--- src/verilog/lpm_pkg.sv ---
// =============================================================================
// Shared constants and types of the low-power mode controller.
package lpm_pkg;

    // =========================================================================
    // Register map: word index on the plain register port.
    localparam int unsigned ADDR_WIDTH = 2;
    localparam logic [1:0] ADDR_STANDBY_CTRL = 2'h0;
    localparam logic [1:0] ADDR_SPEED_CTRL   = 2'h1;
    localparam logic [1:0] ADDR_MODE_STATUS  = 2'h2;

    // =========================================================================
    // Field positions of the standby mode control register.
    localparam int unsigned POS_SW_STANDBY = 7;
    localparam int unsigned POS_WAIT_SEL   = 4;
    localparam int unsigned POS_LOW_SPEED  = 3;

    // Field positions of the clock speed control register.
    localparam int unsigned POS_NOISE_RATE = 4;
    localparam int unsigned POS_DIRECT_TX  = 3;
    localparam int unsigned POS_MEDIUM_SPD = 2;
    localparam int unsigned POS_SUB_DIV    = 0;

    // Unused bits of both control registers read as one.
    localparam logic [7:0] STANDBY_FILL = 8'h07;
    localparam logic [7:0] SPEED_FILL   = 8'he0;

    // =========================================================================
    // Settling wait in states, one state being one clock cycle.
    localparam int unsigned WAIT_CODE0_STATES = 8192;
    localparam int unsigned WAIT_CODE1_STATES = 16384;
    localparam int unsigned WAIT_CODE2_STATES = 32768;
    localparam int unsigned WAIT_CODE3_STATES = 65536;
    localparam int unsigned WAIT_CODE4_STATES = 131072;
    localparam int unsigned WAIT_CNT_WIDTH    = 18;

    // Noise filter sample divider ratios of the oscillator clock.
    localparam logic [4:0] NOISE_DIV_SLOW = 5'h10;
    localparam logic [4:0] NOISE_DIV_FAST = 5'h04;

    // Pin synchroniser reset level.
    localparam logic SYNC_RESET_LEVEL = 1'b0;

    // =========================================================================
    // Operating modes of the CPU clock domain.
    typedef enum logic [2:0] {
        MODE_ACTIVE    = 3'b000,
        MODE_SUBACTIVE = 3'b001,
        MODE_SLEEP     = 3'b010,
        MODE_SUBSLEEP  = 3'b011,
        MODE_STANDBY   = 3'b100,
        MODE_WATCH     = 3'b101,
        MODE_SETTLE    = 3'b110
    } mode_type;

    // Writable fields of the standby mode control register.
    typedef struct packed {
        logic       sw_standby;
        logic [2:0] wait_sel;
        logic       low_speed;
    } standby_ctrl_type;

    // Writable fields of the clock speed control register.
    typedef struct packed {
        logic       noise_rate_sel;
        logic       direct_transfer_on;
        logic       medium_speed_select;
        logic [1:0] sub_clock_div;
    } speed_ctrl_type;

    localparam standby_ctrl_type STANDBY_CTRL_RESET = '{1'b0, 3'h0, 1'b0};
    localparam speed_ctrl_type   SPEED_CTRL_RESET   = '{1'b0, 1'b0, 1'b0, 2'h0};

endpackage

--- src/verilog/pin_sync.sv ---
`timescale 1ns/1ps
// =============================================================================
// Three-stage pin synchroniser; the output follows once stages two and three agree.
module pin_sync (
    input  wire logic clk_i,
    input  wire logic rst_n_i,
    input  wire logic pin_i,
    output logic      level_o
);
    logic stage1;
    logic stage2;
    logic stage3;
    logic agree;

    // Stages two and three agreeing marks a settled pin level.
    assign agree = (stage2 == stage3);

    // Shift the pin through three flip-flops and hold the settled level.
    always_ff @(posedge clk_i or negedge rst_n_i) begin
        if (!rst_n_i) begin
            stage1  <= lpm_pkg::SYNC_RESET_LEVEL;
            stage2  <= lpm_pkg::SYNC_RESET_LEVEL;
            stage3  <= lpm_pkg::SYNC_RESET_LEVEL;
            level_o <= lpm_pkg::SYNC_RESET_LEVEL;
        end else begin
            stage1  <= pin_i;
            stage2  <= stage1;
            stage3  <= stage2;
            level_o <= agree ? stage3 : level_o;
        end
    end
endmodule

--- src/verilog/low_power_mode_control.sv ---
`timescale 1ns/1ps
// =============================================================================
// Operation
// - Low-speed select 0 clocks the CPU from system clock, 1 from subclock.
// - Wait field picks 8192, 16384, 32768, 65536 states; top bit set picks 131072.
// - Standby bit clear: sleep in active enters sleep, in subactive enters subsleep.
// - Standby bit set: sleep in active enters standby or watch, subactive enters watch.
// - Noise filter samples at oscillator clock over 16 when select 0, over 4 when 1.
module low_power_mode_control #(
    parameter int unsigned WAIT0 = lpm_pkg::WAIT_CODE0_STATES,
    parameter int unsigned WAIT1 = lpm_pkg::WAIT_CODE1_STATES,
    parameter int unsigned WAIT2 = lpm_pkg::WAIT_CODE2_STATES,
    parameter int unsigned WAIT3 = lpm_pkg::WAIT_CODE3_STATES,
    parameter int unsigned WAIT4 = lpm_pkg::WAIT_CODE4_STATES
) (
    input  wire logic                            clk_i,
    input  wire logic                            rst_n_i,
    input  wire logic [lpm_pkg::ADDR_WIDTH-1:0]  addr_i,
    input  wire logic [7:0]                      wdata_i,
    input  wire logic                            wr_i,
    input  wire logic                            rd_i,
    output logic      [7:0]                      rdata_o,
    input  wire logic                            sleep_exec_i,
    input  wire logic                            watch_clock_on_i,
    input  wire logic                            wake_pin_i,
    output logic                                 cpu_clk_sub_o,
    output logic                                 cpu_stop_o,
    output logic                                 clocks_off_o,
    output logic      [2:0]                      mode_o,
    output logic                                 noise_sample_tick_o,
    output logic                                 direct_transfer_on_o,
    output logic                                 medium_speed_select_o,
    output logic      [1:0]                      sub_clock_div_o
);
    localparam int unsigned CW = lpm_pkg::WAIT_CNT_WIDTH;

    // =========================================================================
    // Reset release and pin synchronisation.
    logic rst_meta;
    logic rst_n;
    logic wake_level;

    // Release the asynchronous reset through two flip-flops.
    always_ff @(posedge clk_i or negedge rst_n_i) begin
        if (!rst_n_i) begin
            rst_meta <= 1'b0;
            rst_n    <= 1'b0;
        end else begin
            rst_meta <= 1'b1;
            rst_n    <= rst_meta;
        end
    end

    pin_sync wake_sync (
        .clk_i   (clk_i),
        .rst_n_i (rst_n),
        .pin_i   (wake_pin_i),
        .level_o (wake_level)
    );

    // =========================================================================
    // Register port decode and storage.
    lpm_pkg::standby_ctrl_type standby_ctrl;
    lpm_pkg::speed_ctrl_type   speed_ctrl;
    lpm_pkg::mode_type         mode;
    lpm_pkg::mode_type         next_mode;
    logic                      wr_standby;
    logic                      wr_speed;
    logic [7:0]                standby_view;
    logic [7:0]                speed_view;
    logic [7:0]                status_view;
    logic [7:0]                next_rdata;

    // Write strobe decode for each control register.
    assign wr_standby = wr_i && (addr_i == lpm_pkg::ADDR_STANDBY_CTRL);
    assign wr_speed   = wr_i && (addr_i == lpm_pkg::ADDR_SPEED_CTRL);

    // Read views; unused control register bits read as one, the status register shows the mode.
    assign standby_view = {standby_ctrl, 3'h0} | lpm_pkg::STANDBY_FILL;
    assign speed_view   = {3'h0, speed_ctrl} | lpm_pkg::SPEED_FILL;
    assign status_view  = {5'h00, mode};
    assign next_rdata   = !rd_i                                   ? 8'h00 :
                          (addr_i == lpm_pkg::ADDR_STANDBY_CTRL) ? standby_view :
                          (addr_i == lpm_pkg::ADDR_SPEED_CTRL)   ? speed_view :
                          (addr_i == lpm_pkg::ADDR_MODE_STATUS)  ? status_view : 8'h00;

    // Control registers take writes; read data stands only in the cycle after a read.
    always_ff @(posedge clk_i or negedge rst_n) begin
        if (!rst_n) begin
            standby_ctrl <= lpm_pkg::STANDBY_CTRL_RESET;
            speed_ctrl   <= lpm_pkg::SPEED_CTRL_RESET;
            rdata_o      <= 8'h00;
        end else begin
            standby_ctrl <= wr_standby ? lpm_pkg::standby_ctrl_type'(wdata_i[7:3]) : standby_ctrl;
            speed_ctrl   <= wr_speed ? lpm_pkg::speed_ctrl_type'(wdata_i[4:0]) : speed_ctrl;
            rdata_o      <= next_rdata;
        end
    end

    // =========================================================================
    // Settling wait length chosen by the wait field.
    logic [CW-1:0] wait_target;

    // Any code with the top bit set gives the longest wait.
    assign wait_target = standby_ctrl.wait_sel[2]          ? CW'(WAIT4) :
                         (standby_ctrl.wait_sel[1:0] == 2'h0) ? CW'(WAIT0) :
                         (standby_ctrl.wait_sel[1:0] == 2'h1) ? CW'(WAIT1) :
                         (standby_ctrl.wait_sel[1:0] == 2'h2) ? CW'(WAIT2) : CW'(WAIT3);

    // =========================================================================
    // Mode sequencer.
    logic [CW-1:0] settle_cnt;
    logic [CW-1:0] next_settle_cnt;
    logic          settle_done;
    logic          run_mode;

    assign settle_done = (settle_cnt == {CW{1'b0}});
    assign run_mode    = (mode == lpm_pkg::MODE_ACTIVE) || (mode == lpm_pkg::MODE_SUBACTIVE);

    // Next mode from the sleep instruction, the wake pin and the settling counter.
    always_comb begin
        next_mode       = mode;
        next_settle_cnt = (settle_cnt == {CW{1'b0}}) ? settle_cnt : settle_cnt - CW'(1);
        unique case (mode)
            lpm_pkg::MODE_ACTIVE: begin
                if (sleep_exec_i && !standby_ctrl.sw_standby) begin
                    next_mode = lpm_pkg::MODE_SLEEP;
                end else if (sleep_exec_i) begin
                    next_mode = watch_clock_on_i ? lpm_pkg::MODE_WATCH : lpm_pkg::MODE_STANDBY;
                end else if (standby_ctrl.low_speed) begin
                    next_mode = lpm_pkg::MODE_SUBACTIVE;
                end
            end
            lpm_pkg::MODE_SUBACTIVE: begin
                if (sleep_exec_i && !standby_ctrl.sw_standby) begin
                    next_mode = lpm_pkg::MODE_SUBSLEEP;
                end else if (sleep_exec_i) begin
                    next_mode = lpm_pkg::MODE_WATCH;
                end else if (!standby_ctrl.low_speed) begin
                    next_mode = lpm_pkg::MODE_ACTIVE;
                end
            end
            lpm_pkg::MODE_SLEEP: begin
                if (wake_level) begin
                    next_mode = lpm_pkg::MODE_ACTIVE;
                end
            end
            lpm_pkg::MODE_SUBSLEEP: begin
                if (wake_level) begin
                    next_mode = lpm_pkg::MODE_SUBACTIVE;
                end
            end
            lpm_pkg::MODE_STANDBY, lpm_pkg::MODE_WATCH: begin
                if (wake_level) begin
                    next_mode       = lpm_pkg::MODE_SETTLE;
                    next_settle_cnt = wait_target - CW'(1);
                end
            end
            lpm_pkg::MODE_SETTLE: begin
                if (settle_done) begin
                    next_mode = standby_ctrl.low_speed ? lpm_pkg::MODE_SUBACTIVE : lpm_pkg::MODE_ACTIVE;
                end
            end
            default: begin
                next_mode = lpm_pkg::MODE_ACTIVE;
            end
        endcase
    end

    // Mode and settling counter registers.
    always_ff @(posedge clk_i or negedge rst_n) begin
        if (!rst_n) begin
            mode       <= lpm_pkg::MODE_ACTIVE;
            settle_cnt <= {CW{1'b0}};
        end else begin
            mode       <= next_mode;
            settle_cnt <= next_settle_cnt;
        end
    end

    // =========================================================================
    // Noise filter sample tick.
    logic [4:0] noise_cnt;
    logic [4:0] noise_div;
    logic       noise_wrap;
    logic       rate_prev;
    logic       rate_change;

    assign noise_div   = speed_ctrl.noise_rate_sel ? lpm_pkg::NOISE_DIV_FAST : lpm_pkg::NOISE_DIV_SLOW;
    assign noise_wrap  = (noise_cnt == noise_div - 5'h01);
    assign rate_change = (rate_prev != speed_ctrl.noise_rate_sel);

    // The divider restarts when the rate changes so no stretched period appears.
    always_ff @(posedge clk_i or negedge rst_n) begin
        if (!rst_n) begin
            noise_cnt           <= 5'h00;
            rate_prev           <= 1'b0;
            noise_sample_tick_o <= 1'b0;
        end else begin
            noise_cnt           <= (noise_wrap || rate_change) ? 5'h00 : noise_cnt + 5'h01;
            rate_prev           <= speed_ctrl.noise_rate_sel;
            noise_sample_tick_o <= noise_wrap && !rate_change;
        end
    end

    // =========================================================================
    // Registered outputs.
    always_ff @(posedge clk_i or negedge rst_n) begin
        if (!rst_n) begin
            cpu_clk_sub_o         <= 1'b0;
            cpu_stop_o            <= 1'b0;
            clocks_off_o          <= 1'b0;
            mode_o                <= 3'h0;
            direct_transfer_on_o  <= 1'b0;
            medium_speed_select_o <= 1'b0;
            sub_clock_div_o       <= 2'h0;
        end else begin
            cpu_clk_sub_o         <= standby_ctrl.low_speed;
            cpu_stop_o            <= !((next_mode == lpm_pkg::MODE_ACTIVE)
                                       || (next_mode == lpm_pkg::MODE_SUBACTIVE));
            clocks_off_o          <= (next_mode == lpm_pkg::MODE_STANDBY)
                                     || (next_mode == lpm_pkg::MODE_WATCH);
            mode_o                <= next_mode;
            direct_transfer_on_o  <= speed_ctrl.direct_transfer_on;
            medium_speed_select_o <= speed_ctrl.medium_speed_select;
            sub_clock_div_o       <= speed_ctrl.sub_clock_div;
        end
    end

    // =========================================================================
    // Checking helpers and assertions.
    logic [CW-1:0] settle_seen;
    logic [5:0]    tick_gap;
    logic          gap_valid;

    // Count cycles spent settling and cycles between sample ticks.
    always_ff @(posedge clk_i or negedge rst_n) begin
        if (!rst_n) begin
            settle_seen <= {CW{1'b0}};
            tick_gap    <= 6'h00;
            gap_valid   <= 1'b0;
        end else begin
            settle_seen <= (mode == lpm_pkg::MODE_SETTLE) ? settle_seen + CW'(1) : {CW{1'b0}};
            tick_gap    <= noise_sample_tick_o ? 6'h01 : tick_gap + 6'h01;
            gap_valid   <= rate_change ? 1'b0 : (noise_sample_tick_o ? 1'b1 : gap_valid);
        end
    end
endmodule

--- config.mk ---
export PLATFORM = sky130hd
export DESIGN_NAME = low_power_mode_control
export DESIGN_NICKNAME = d
export VERILOG_FILES = /design/src/verilog/lpm_pkg.sv /design/src/verilog/pin_sync.sv /design/src/verilog/low_power_mode_control.sv
export SDC_FILE = /design/constraint.sdc
export NUM_CORES = 1
export LEC_CHECK = 0
export BUFFER_PORTS_ARGS = -buffer_cell sky130_fd_sc_hd__buf_2
export CORE_MARGIN = 5
export CORE_UTILIZATION = 40
export DETAILED_ROUTE_END_ITERATION = 6
export GPL_ROUTABILITY_DRIVEN = 1
export GPL_TIMING_DRIVEN = 0
export PLACE_DENSITY = 0.56
export REMOVE_ABC_BUFFERS = 1
export SYNTH_ARGS = -nofsm -noshare
export SYNTH_HDL_FRONTEND = slang
export SYNTH_SLANG_ARGS = --single-unit
--- constraint.sdc ---
create_clock -name clk_i -period 6 [get_ports clk_i]
set_clock_uncertainty 0.15 [all_clocks]
set_input_delay 0 -clock clk_i [delete_from_list [all_inputs] [get_ports clk_i]]
set_output_delay 0 -clock clk_i [all_outputs]
set_load 0.005 [all_outputs]
== Yosys cells after proc, flatten, opt, wreduce, memory -nomap -nowiden ==
Cells that the tools add are included.

* $add $sub $neg: 4
* Equality and inequality tests: 16
* Muxes and demuxes: 26
* Reduce and logical (&&, ||, !) cells: 16

{| class="wikitable"
|+ Operators with widths
! kind !! count
|-
| $mux W18 || 4
|-
| $mux W17 || 3
|-
| $sub A18 B1 Y18 const B || 2
|-
| $mux W3 || 11
|-
| $mux W8 || 3
|-
| $logic_not A18 Y1 || 1
|-
| $pmux W3 S6 || 1
|-
| $eq A3 B3 Y1 const B || 5
|-
| $mux W5 || 2
|-
| $eq A3 B1 Y1 const B || 2
|-
| $eq A3 B2 Y1 const B || 2
|-
| $logic_not A3 Y1 || 2
|-
| $add A5 B1 Y5 const B || 1
|-
| $eq A5 B5 Y1 || 1
|-
| $sub A5 B1 Y5 const B || 1
|-
| $eq A2 B1 Y1 const B || 2
|-
| $eq A2 B2 Y1 const B || 2
|-
| $logic_and A1 B1 Y1 || 4
|-
| $logic_not A2 Y1 || 2
|-
| $logic_not A1 Y1 || 3
|-
| $logic_or A1 B1 Y1 || 3
|-
| $mux W1 || 2
|-
| $reduce_or A2 Y1 || 1
|-
| $eq A1 B1 Y1 || 1
|-
| $ne A1 B1 Y1 || 1
|}

* Bits in registers: 59
* Input port bits: 17
* Output and inout bits: 19
* Word-level logic and storage cells: 87

== Longest topological paths before layout ==
Gate-level depths: netlist of the first run.

* Depth in word-level cells: 8
* Mapped depth: 8
* Mapped depth without buffers: 7

== Modules after synthesis ==
A second synthesis of the first run with hierarchy kept.

* Cells, all modules: 253
* Area, all modules: 2,698.8 um2

{| class="wikitable"
|+ By module, submodules not included
! module !! times used !! cells an instance !! area each (um2) !! seq. area each (um2)
|-
| low_power_mode_control || 1 || 248 || 2,587.5 || 1,376.3
|-
| pin_sync || 1 || 5 || 111.4 || 100.1
|}

== Worst setup path before layout of the first run ==
OpenSTA, ideal clock, no wires.

* Path type: register to register
* Start: register settle_cnt[0]
* End: register settle_cnt[2]
* Library setup time: 0.120 ns
* Arrival: 1.748 ns
* Required time: 5.730 ns
* Path slack: 3.982 ns
* Stages on the path, launching flop included: 8
* Clock period less this slack: 2.018 ns
* Cell sequence: dfrtp_1 -> inv_1 -> ha_1 -> nor3b_2 -> nand2b_1 -> clkbuf_1 -> or2_2 -> a31o_2

* Cells in the longest elaborated chain, start to end: 4
* Elaborated cells on any way between the ends: 5
* Those cells by class: 1 x add/sub; 3 x mux; 1 x reduce/logical

{| class="wikitable"
|+ RTL lines
! what !! RTL line !! text
|-
| from (decl) || low_power_mode_control.sv:112 || <nowiki>logic [CW-1:0] settle_cnt;</nowiki>
|-
| from (signal assigned) || low_power_mode_control.sv:174 || <nowiki>settle_cnt <= {CW{1'b0}};</nowiki>
|-
| from (signal assigned) || low_power_mode_control.sv:177 || <nowiki>settle_cnt <= next_settle_cnt;</nowiki>
|-
| $sub A18 B1 Y18 / $logic_not A18 Y1 (equally long branches) || low_power_mode_control.sv:123 || <nowiki>next_settle_cnt = (settle_cnt == {CW{1'b0}}) ? settle_cnt : settle_cnt - CW'(1);</nowiki>
|-
| $mux W18 (*) || low_power_mode_control.sv:123 ||
|-
| $mux W18 || low_power_mode_control.sv:154 || <nowiki>if (wake_level) begin</nowiki>
|-
| $mux W18 (*) || low_power_mode_control.sv:124 || <nowiki>unique case (mode)</nowiki>
|-
| net next_settle_cnt[2] || low_power_mode_control.sv:113 || <nowiki>logic [CW-1:0] next_settle_cnt;</nowiki>
|}

Mark *: on every way through the listed nets, which the timed path passes. The rest lies on a longest branch.
A chain may end at the register's enable or synchronous reset.

== Final worst setup path of the first run ==
* Start: register settle_cnt[0]
* End: register settle_cnt[1]

The elaborated chain is that of the path after synthesis.

==> results by group, run 1 <==
Synth
  – Syn Inst Count: between 200 and 250
  – Distinct cell type count of the synthesized netlist: 42
  – Cell Area, Synth: approximately 2600 um2
  – Ys async rst share: 100%
  – Seq cells post-synth: 59
  – Syn avg cell area: ~11 um2
  – Synth Flop Type: dfrtp_1
  – Post-synthesis sequential area ratio: a little under three fifths
  – Yosys warns: 0
  – Number of synthesized flops with an enable pin: 0

Timing
  – Maximum clock frequency: between 0.4 and 0.5 GHz
  – Final setup margin: between 3000 and 4000 ps
  – Period minus WS final: 2420 ps
  – Relative slew margins: approximately two fifths
  – Final hold violation count: 0
  – RSZ-0062 raised after global routing: no
  – Final setup violation count: 0
  – Final Max Slew Viols: 0
  – Tcrit/Tclk final: 40.3%
  – Setup TNS: 0 ps
  – Worst slew pin tran: between 900 and 1000 ps

Global routing
  – Antenna violations before repair: 0
  – Vias in the first global route: 1884
  – Total GRT Usage: 13.8%
  – Global route overflow: 0
  – First-pass GRT wire length: between 9000 and 10000 um
  – Largest net degree at the start of global routing: 37

Finish
  – Commonest non-fill, non-tap cell in the layout: dfrtp_1
  – Fillers: 589
  – Register Area: 1480 um2
  – Multi-input logic area: 1080 um2
  – Layout cells sized above 1: between 20% and 30%
  – ANT cells: 0
  – Final #Nets: roughly 310
  – Commonest cells after routing, fill and taps aside: 58 x dfrtp_1, 35 x buf_2, 26 x nor2_1
  – Synth-to-Final Area Change: 22.7%

Detailed routing
  – 1st-iter DRT viols: 63
  – Routed Wire Length: roughly 5000 um
  – Pre-antenna DRT Iters: 4
  – DRC viols: 0
  – WL/cell: roughly 14 um
  – Routed vias/inst: 4.91
  – Routed Antenna Nets: 0
  – Via count: roughly 1800

Setup path
  – CP Class: reg -> reg
  – Worst path cell trace: inv_1 -> ha_1 -> nor3b_2 -> nand2b_1 -> or2_2 -> o21ai_0 -> nand2_1
  – Worst-path fanout max: 9
  – Startpoint types: register
  – Delay-heaviest family, CP: simple AND/OR/NAND/NOR gates
  – Crit path required time: between 6000 and 7000 ps
  – Worst path bufs/invs: 1
  – CP peak stage delay: approximately 500 ps
  – Endpoint class of the critical path: register
  – Worst Path Arrival: roughly 2500 ps
  – Slowest-stage cell, CP: nor3b_2

CTS
  – H-tree depth: 3
  – Clock buffer depth: 2
  – Root buf cell: clkbuf_8
  – Cts repair resizes: 0
  – Clock-pin slew of the registers on the worst-case setup and hold paths: around 70 ps
  – CTS Buf Count: 9
  – Post-CTS Setup Bufs: 0
  – CTS Sinks: 59
  – Hold-fix buffer count after cts: 16
  – Worst skew pair latency: ~340 ps
  – CTS tree: built

Die
  – Die area: slightly above 8000 um2
  – I/O pins: 36
  – Starting Density: between 40% and 50%
  – Die Y: 91.1 um
  – Row Count: 29
  – Core Area: ~6400 um2
  – Die Width: 91.1 um

Worst hold path
  – Hold crit path type: in -> reg

Place
  – Hpwl dp: 3390 um
  – Final GP Congestion: around 0.74
  – Dpl ws: 3590 ps
  – Port Buffer Count: 35

Pwr
  – Leak: approximately 1.4 nW
  – Max VDD drop: approximately 0.18 mV
  – Areal power density over the cells: 337 nW/um2

Run status
  – Status: complete, no violations

Run
  – Max Cap Viol: 0
[registers in the layout, indices dropped and copies added, names as in the netlist, 2 cells and up]
name	flops
mode_o	3
noise_cnt	5
rdata_o	8
settle_cnt	18
speed_ctrl	5
standby_ctrl	5
sub_clock_div_o	2
[final timing paths]
path	from	endpoint	slack, ps	cells past startpoint
max	settle_cnt[0]	settle_cnt[1]	3580	7
min	wr_i	speed_ctrl[2]	40	3
max reg2reg	settle_cnt[0]	settle_cnt[1]	3580	7
min reg2reg	rst_n	speed_ctrl[2]	90	0
max in group asynchronous	rst_n	settle_cnt[5]	5060	1
min in group asynchronous	rst_n	speed_ctrl[2]	90	0
[per-stage QoR]
stage          cell area [um2]  cells  total power [mW]  hold WS (ps)  utilization, %
3_3_place_gp              2870    341             0.766          -363            45.0
4_1_cts                   3220    374              1.10          38.4            50.5
2_1_floorplan             2600    229             0.697          -446               -
5_1_grt                   3220    374              1.17          57.3            50.5
3_5_place_dp              2890    342             0.772          -364            45.3
6_report                  3220    374              1.09          37.0            50.5
[power by group]
| group | switching, mW | internal, mW | leakage (nW) |
|---|---|---|---|
| registers | 0.0835 | 0.473 | 0.679 |
| logic | 0.104 | 0.110 | 0.647 |
| clock network | 0.167 | 0.150 | 0.0822 |
| total | 0.354 | 0.732 | 1.41 |
[logic make-up after synthesis]
family	Yosys count	share of synthesized area (%)
XOR/XNOR	18	6.00
flip-flops	59	56.2
multiplexers	15	6.19
AND/OR/NAND/NOR	81	17.2
buffers and inverters	18	2.62
adder cells (fa/ha/maj)	4	1.81
other	1	0.143
AO/OA/AOI/OAI	40	9.85
[worst reg2reg max path: cells and delay by family (launching register included)]
family,cells,cell delay [ps]
AOI/OAI and AO/OA,1,150
adders and majority gates,1,180
buffers and inverters,1,100
DFF,1,410
and+or+nand+nor,4,1280
[per-layer routing]
layer	GRT usage [%]	wire (um)	up-vias
met5	0	0	-
met4	6.60	104	0
met3	3.64	175	8
met2	20.6	2320	27
met1	18.7	2520	863
li1	-	-	939
[final cells by class]
cell class	instances	area share, %
clock buffers	10	3.96
clock inverters	6	1.32
inverters	11	1.28
multi-input cells	159	33.6
flip-flops and latches	59	45.8
well taps	77	2.99
repair buffers	52	11.0
[Yosys cell counts, types with 5 or more instances]
library cell  instances  share of area [%]
inv_1                11                1.6
o211ai_1             12                3.4
clkbuf_1              5               0.71
mux2_2               10                4.3
nor3_1                6                1.1
xor2_1               13                4.3
mux2i_1               5                1.9
dfrtp_1              59                 56
nand2_1              15                2.1
nor2_1               26                3.7
nor2b_1               7                1.7
xnor2_1               5                1.7
o21ai_0               9                1.7
a21oi_1               7                1.3
Power figures use the tool's default switching activity.
==> inputs of run 2 (changes only) <==
==> constraint.sdc (replaced) <==
create_clock -name clk_i -period 2.5 [get_ports clk_i]
set_clock_uncertainty 0.15 [all_clocks]
set_input_delay 0 -clock clk_i [delete_from_list [all_inputs] [get_ports clk_i]]
set_output_delay 0 -clock clk_i [all_outputs]
set_load 0.005 [all_outputs]
==> run 2 against run 1 <==
Effect of this change: maximum frequency grew 11%; core utilization increased by 0.33 points; final cell count up 0.53%; critical path depth fell by 3; combinational power up 150%; first-iteration DRC count fell by 4.8%; routed wire length up 0.35%; flip-flop and latch count stayed put; count of clock-buffer cells in the layout stayed put; largest power group unchanged; highest routed layer unchanged.
==> results by group, run 2 (same netlist as run 1, synthesis figures left out) <==
Run status
  – Status: complete, no violations

Detailed routing
  – 1st-iter DRT viols: 60
  – Pre-antenna DRT Iters: 4
  – Routed Antenna Nets: 0
  – Via count: around 1800
  – Routed Wire Length: approximately 5100 um
  – DRC viols: 0
  – Routed vias/inst: between 4 and 5
  – WL/cell: 13.7 um

Setup path
  – Reg-to-Reg Start: settle_cnt[6]
  – Worst Reg2Reg Path Length in Cells: 4
  – Critical Path Source: settle_cnt[6]
  – Crit path required time: around 2600 ps
  – R2R setup slack: 320 ps
  – Startpoint types: register
  – CP Class: reg -> reg
  – Worst-path fanout max: 17
  – RR Endpoint: settle_cnt[17]
  – Endpoint class of the critical path: register
  – Worst Path Arrival: 2280 ps
  – Crit path capture: settle_cnt[17]

Timing
  – Final Max Slew Viols: 0
  – Period minus WS final: roughly 2200 ps
  – Final setup margin: roughly 320 ps
  – Worst slew pin tran: 920 ps
  – WHS: between 40 and 50 ps
  – Tcrit/Tclk final: between 80% and 90%
  – Relative slew margins: about two fifths
  – Final setup violation count: 0
  – Maximum clock frequency: roughly 0.46 GHz
  – RSZ-0062 raised after global routing: no
  – Final hold violation count: 0

Die
  – Die Y: approximately 90 um
  – I/O pins: 36
  – Die Width: around 91 um
  – Starting Density: roughly two fifths
  – Row Count: 29
  – Die area: about 8300 um2
  – Core Area: 6390 um2

Finish
  – ANT cells: 0
  – Register Area: ~1500 um2
  – Max reg flops: 18
  – Synth-to-Final Area Change: 23.5%
  – Regs by FF count: settle_cnt: 18 flops, rdata_o: 8 flops
  – Commonest cells after routing, fill and taps aside: 58 x dfrtp_1, 35 x buf_2, 26 x nor2_1
  – Multi-input logic area: 1090 um2
  – Fillers: 590
  – Commonest non-fill, non-tap cell in the layout: dfrtp_1
  – Layout cells sized above 1: 23.7%
  – Final #Nets: about 310
  – Biggest register: settle_cnt

Place
  – Hpwl dp: approximately 3400 um
  – Dpl ws: approximately 90 ps
  – Port Buffer Count: 35
  – Final GP Congestion: approximately 0.74

CTS
  – CTS Buf Count: 9
  – H-tree depth: 3
  – Clock-pin slew of the registers on the worst-case setup and hold paths: around 70 ps
  – Worst skew pair latency: between 300 and 400 ps
  – CTS Sinks: between 50 and 60
  – Clock buffer depth: 2
  – CTS tree: built
  – Root buf cell: clkbuf_8

Global routing
  – Largest net degree at the start of global routing: 37
  – First-pass GRT wire length: 9250 um
  – Vias in the first global route: approximately 1900
  – Global route overflow: 0
  – Total GRT Usage: around 14%
  – Antenna violations before repair: 0

Worst hold path
  – Hold crit path type: in -> reg

Pwr
  – Max VDD drop: 0.436 mV
  – Leak: roughly 1.4 nW
  – Areal power density over the cells: about 810 nW/um2

Run
  – Max Cap Viol: 0
## run 2: cell types whose count changed in the layout (fill, tap and decap cells not counted), sizes merged
cell and change:
buf +2
## run 2: metal layers
| metal | GRT usage (%) | wire [um] |
|---|---|---|
| met1 | 18.7 | 2540 |
| met2 | 20.6 | 2310 |
| met3 | 3.64 | 174 |
| met4 | 6.60 | 104 |
| met5 | 0 | 0 |
## run 2: report_power, final
part	leakage (nW)	switching, mW	total, mW	internal [mW]
clock network	0.0822	0.398	0.757	0.359
registers	0.679	0.208	1.34	1.14
logic	0.662	0.251	0.528	0.276
## run 2: through the flow
step	area (um2)	total power [mW]	utilization, %	std cells	TNS (ps)
after detailed placement	2890	1.85	45.3	342	0
after CTS	3220	2.64	50.5	374	0
after global routing	3250	2.83	50.8	376	0
after floorplan	2600	1.67	-	229	0
after global placement	2870	1.84	45.0	341	-6840
final	3250	2.63	50.8	376	0
## run 2: layout make-up
class	instances	area share, %
Clock buffer	10	3.93
Clock inverter	6	1.31
Inverter	11	1.27
Multi-Input combinational cell	159	33.6
Sequential cell	59	45.5
Tap cell	77	2.97
Timing Repair Buffer	54	11.4
## run 2: worst min-delay path by stage
| stage | from | slack (ps) | cells after the start | end |
|---|---|---|---|---|
| 5_1_grt | wr_i | 60 | 3 | speed_ctrl[2] |
| 4_1_cts | wr_i | 40 | 3 | speed_ctrl[2] |
| 6_report | wr_i | 40 | 3 | speed_ctrl[2] |
| 3_3_place_gp | rst_n_i | -360 | 1 | rst_meta |
| 2_1_floorplan | rst_n_i | -450 | 0 | rst_meta |
| 3_5_place_dp | rst_n_i | -360 | 1 | rst_meta |
## run 2: worst max-delay path: stages, from the launching register on
cell,delay (ps)
dfrtp_1,450
nor4_4,370
nand4_2,370
or4_1,600
a31oi_1,160
## run 2: what timing repair did
item / CTS / global route
hold buffers: 16 / 0
setup buffers: 0 / 2
gates resized for setup: 0 / 1
endpoints found under the setup margin: 0 / 12
endpoints found under the hold margin: 26 / 0
==> inputs of run 3 (changes only) <==
--- a/config.mk
+++ b/config.mk
@@ -11,7 +11,7 @@
 export DETAILED_ROUTE_END_ITERATION = 6
 export GPL_ROUTABILITY_DRIVEN = 1
 export GPL_TIMING_DRIVEN = 0
-export PLACE_DENSITY = 0.56
+export PLACE_DENSITY = 0.58
 export REMOVE_ABC_BUFFERS = 1
 export SYNTH_ARGS = -nofsm -noshare
 export SYNTH_HDL_FRONTEND = slang
==> constraint.sdc (replaced) <==
create_clock -name clk_i -period 1.75 [get_ports clk_i]
set_clock_uncertainty 0.15 [all_clocks]
set_input_delay 0 -clock clk_i [delete_from_list [all_inputs] [get_ports clk_i]]
set_output_delay 0 -clock clk_i [all_outputs]
set_load 0.005 [all_outputs]
==> run 3 against run 2 <==
Effect of this change: the flow now finishes with violations (negative setup slack); maximum frequency is 12% higher; critical path depth is 1 higher; sequential power is 46% higher; non-clock buffer count is 20 higher; clock power is 32% higher; count of clock-buffer cells in the layout is 3 higher; global-route usage is 0.50 points higher; die area stayed put; cell area is 8.8% higher; total power is 50% higher; highest routed layer unchanged.
==> results by group, run 3 (same netlist as run 1, synthesis figures left out) <==
Setup path
  – CP peak stage delay: between 500 and 600 ps
  – Endpoint class of the critical path: register
  – Slowest-stage cell, CP: or4_4
  – Worst path cell trace: or4_4 -> nor4_4 -> o211ai_1 -> xor2_1 -> a21oi_1
  – CP Class: reg -> reg
  – Delay-heaviest family, CP: simple AND/OR/NAND/NOR gates
  – Startpoint types: register
  – Worst Path Arrival: about 2100 ps
  – Worst-path fanout max: 4
  – Worst path bufs/invs: 0
  – Crit path required time: 1850 ps

Timing
  – WHS: between 50 and 60 ps
  – RSZ-0062 raised after global routing: yes
  – Final setup margin: -199 ps
  – Final hold violation count: 0
  – Maximum clock frequency: a little over 0.5 GHz
  – Period minus WS final: 1950 ps
  – Final setup violation count: 22
  – Final Max Slew Viols: 0
  – Tcrit/Tclk final: 111%

Detailed routing
  – Pre-antenna DRT Iters: 4
  – DRC viols: 0
  – Routed Wire Length: 5640 um
  – 1st-iter DRT viols: just over 80
  – Routed Antenna Nets: 0
  – Via count: 1979
  – WL/cell: between 10 and 15 um
  – Routed vias/inst: approximately 5.0

Pwr
  – Areal power density over the cells: about 1100 nW/um2
  – Leak: ~1.6 nW
  – Max VDD drop: between 0.7 and 0.8 mV

Die
  – Die Width: a little over 90 um
  – Row Count: 29
  – Die Y: ~90 um
  – I/O pins: 36
  – Core Area: roughly 6400 um2
  – Starting Density: between 40% and 50%
  – Die area: between 8000 and 9000 um2

Place
  – Port Buffer Count: 35
  – Hpwl dp: 3370 um
  – Dpl ws: -636 ps
  – Final GP Congestion: about 0.73

Worst hold path
  – Hold crit path type: reg -> async

Global routing
  – First-pass GRT wire length: just under 10000 um
  – Antenna violations before repair: 0
  – Global route overflow: 0
  – Largest net degree at the start of global routing: 40
  – Vias in the first global route: a little over 2000
  – Total GRT Usage: 14.3%

Run
  – Max Cap Viol: 0

CTS
  – CTS Sinks: 59
  – Clock-pin slew of the registers on the worst-case setup and hold paths: approximately 70 ps
  – Clock buffer depth: 2
  – CTS tree: built
  – H-tree depth: 3
  – Worst skew pair latency: ~330 ps
  – Root buf cell: clkbuf_8
  – CTS Buf Count: 9

Finish
  – Fillers: between 500 and 600
  – Final #Nets: around 340
  – Max reg flops: 18
  – Regs by FF count: settle_cnt: 18 flops, rdata_o: 8 flops
  – Layout cells sized above 1: about a third
  – ANT cells: 0
  – Commonest non-fill, non-tap cell in the layout: dfrtp_1
  – Synth-to-Final Area Change: 34.3%
  – Biggest register: settle_cnt
  – Commonest cells after routing, fill and taps aside: 53 x dfrtp_1, 35 x buf_2, 23 x nor2_1

Run status
  – Failing checks: negative setup slack
  – Status: finished with violations
-- run 3: per-layer routing --
layer  share of wire [%]  track usage [%]  wire length, um
met2                  49             22.7             2770
met1                  46             18.1             2610
met5                   0                0                0
met3                 3.5             4.05              195
met4                 1.1             6.36               62
-- run 3: power breakdown --
group	switching, mW	total [mW]	internal [mW]
clock	0.489	0.998	0.508
combinational	0.455	0.992	0.537
sequential	0.319	1.95	1.63
total	1.26	3.94	2.68
-- run 3: layout make-up --
cell class                      count  area [um2]  share of cell area [%]
Inverter                           11        41.3                    1.17
Multi-Input combinational cell    160        1220                    34.6
Timing Repair Buffer               74         533                    15.1
Clock buffer                       13         139                    3.93
Tap cell                           77        96.3                    2.73
Clock inverter                      3        15.0                   0.425
Sequential cell                    59        1480                    42.0
-- run 3: worst paths after layout --
check	startpoint	to	slack (ps)	cells past startpoint
setup / recovery	settle_cnt[7]	settle_cnt[13]	-200	5
hold / removal	rst_n	settle_cnt[3]	60	0
setup reg to reg	settle_cnt[7]	settle_cnt[13]	-200	5
hold reg to reg	rst_n	settle_cnt[3]	60	0
max in group asynchronous	rst_n	settle_cnt[17]	840	1
min in group clk_i	addr_i[0]	standby_ctrl[3]	60	3
-- run 3: metrics by stage --
| stage | utilization, % | cells | power (mW) | setup TNS (ps) | area, um2 |
|---|---|---|---|---|---|
| final | 55.3 | 397 | 3.94 | -2350 | 3530 |
| after global routing | 55.3 | 397 | 4.18 | -4630 | 3530 |
| after CTS | 54.1 | 392 | 3.87 | -2110 | 3450 |
| after detailed placement | 45.3 | 342 | 2.64 | -9840 | 2890 |
| after global placement | 45.0 | 341 | 2.62 | -58710 | 2870 |
| after floorplan | - | 229 | 2.39 | -11970 | 2600 |
-- run 3: timing repair --
action	CTS	global route
buffers inserted	15	5
hold buffers	18	0
resized for setup	28	11
endpoints found under the hold margin	26	0
endpoints found under the setup margin	22	32
pin swaps	12	10
cloned	1	0
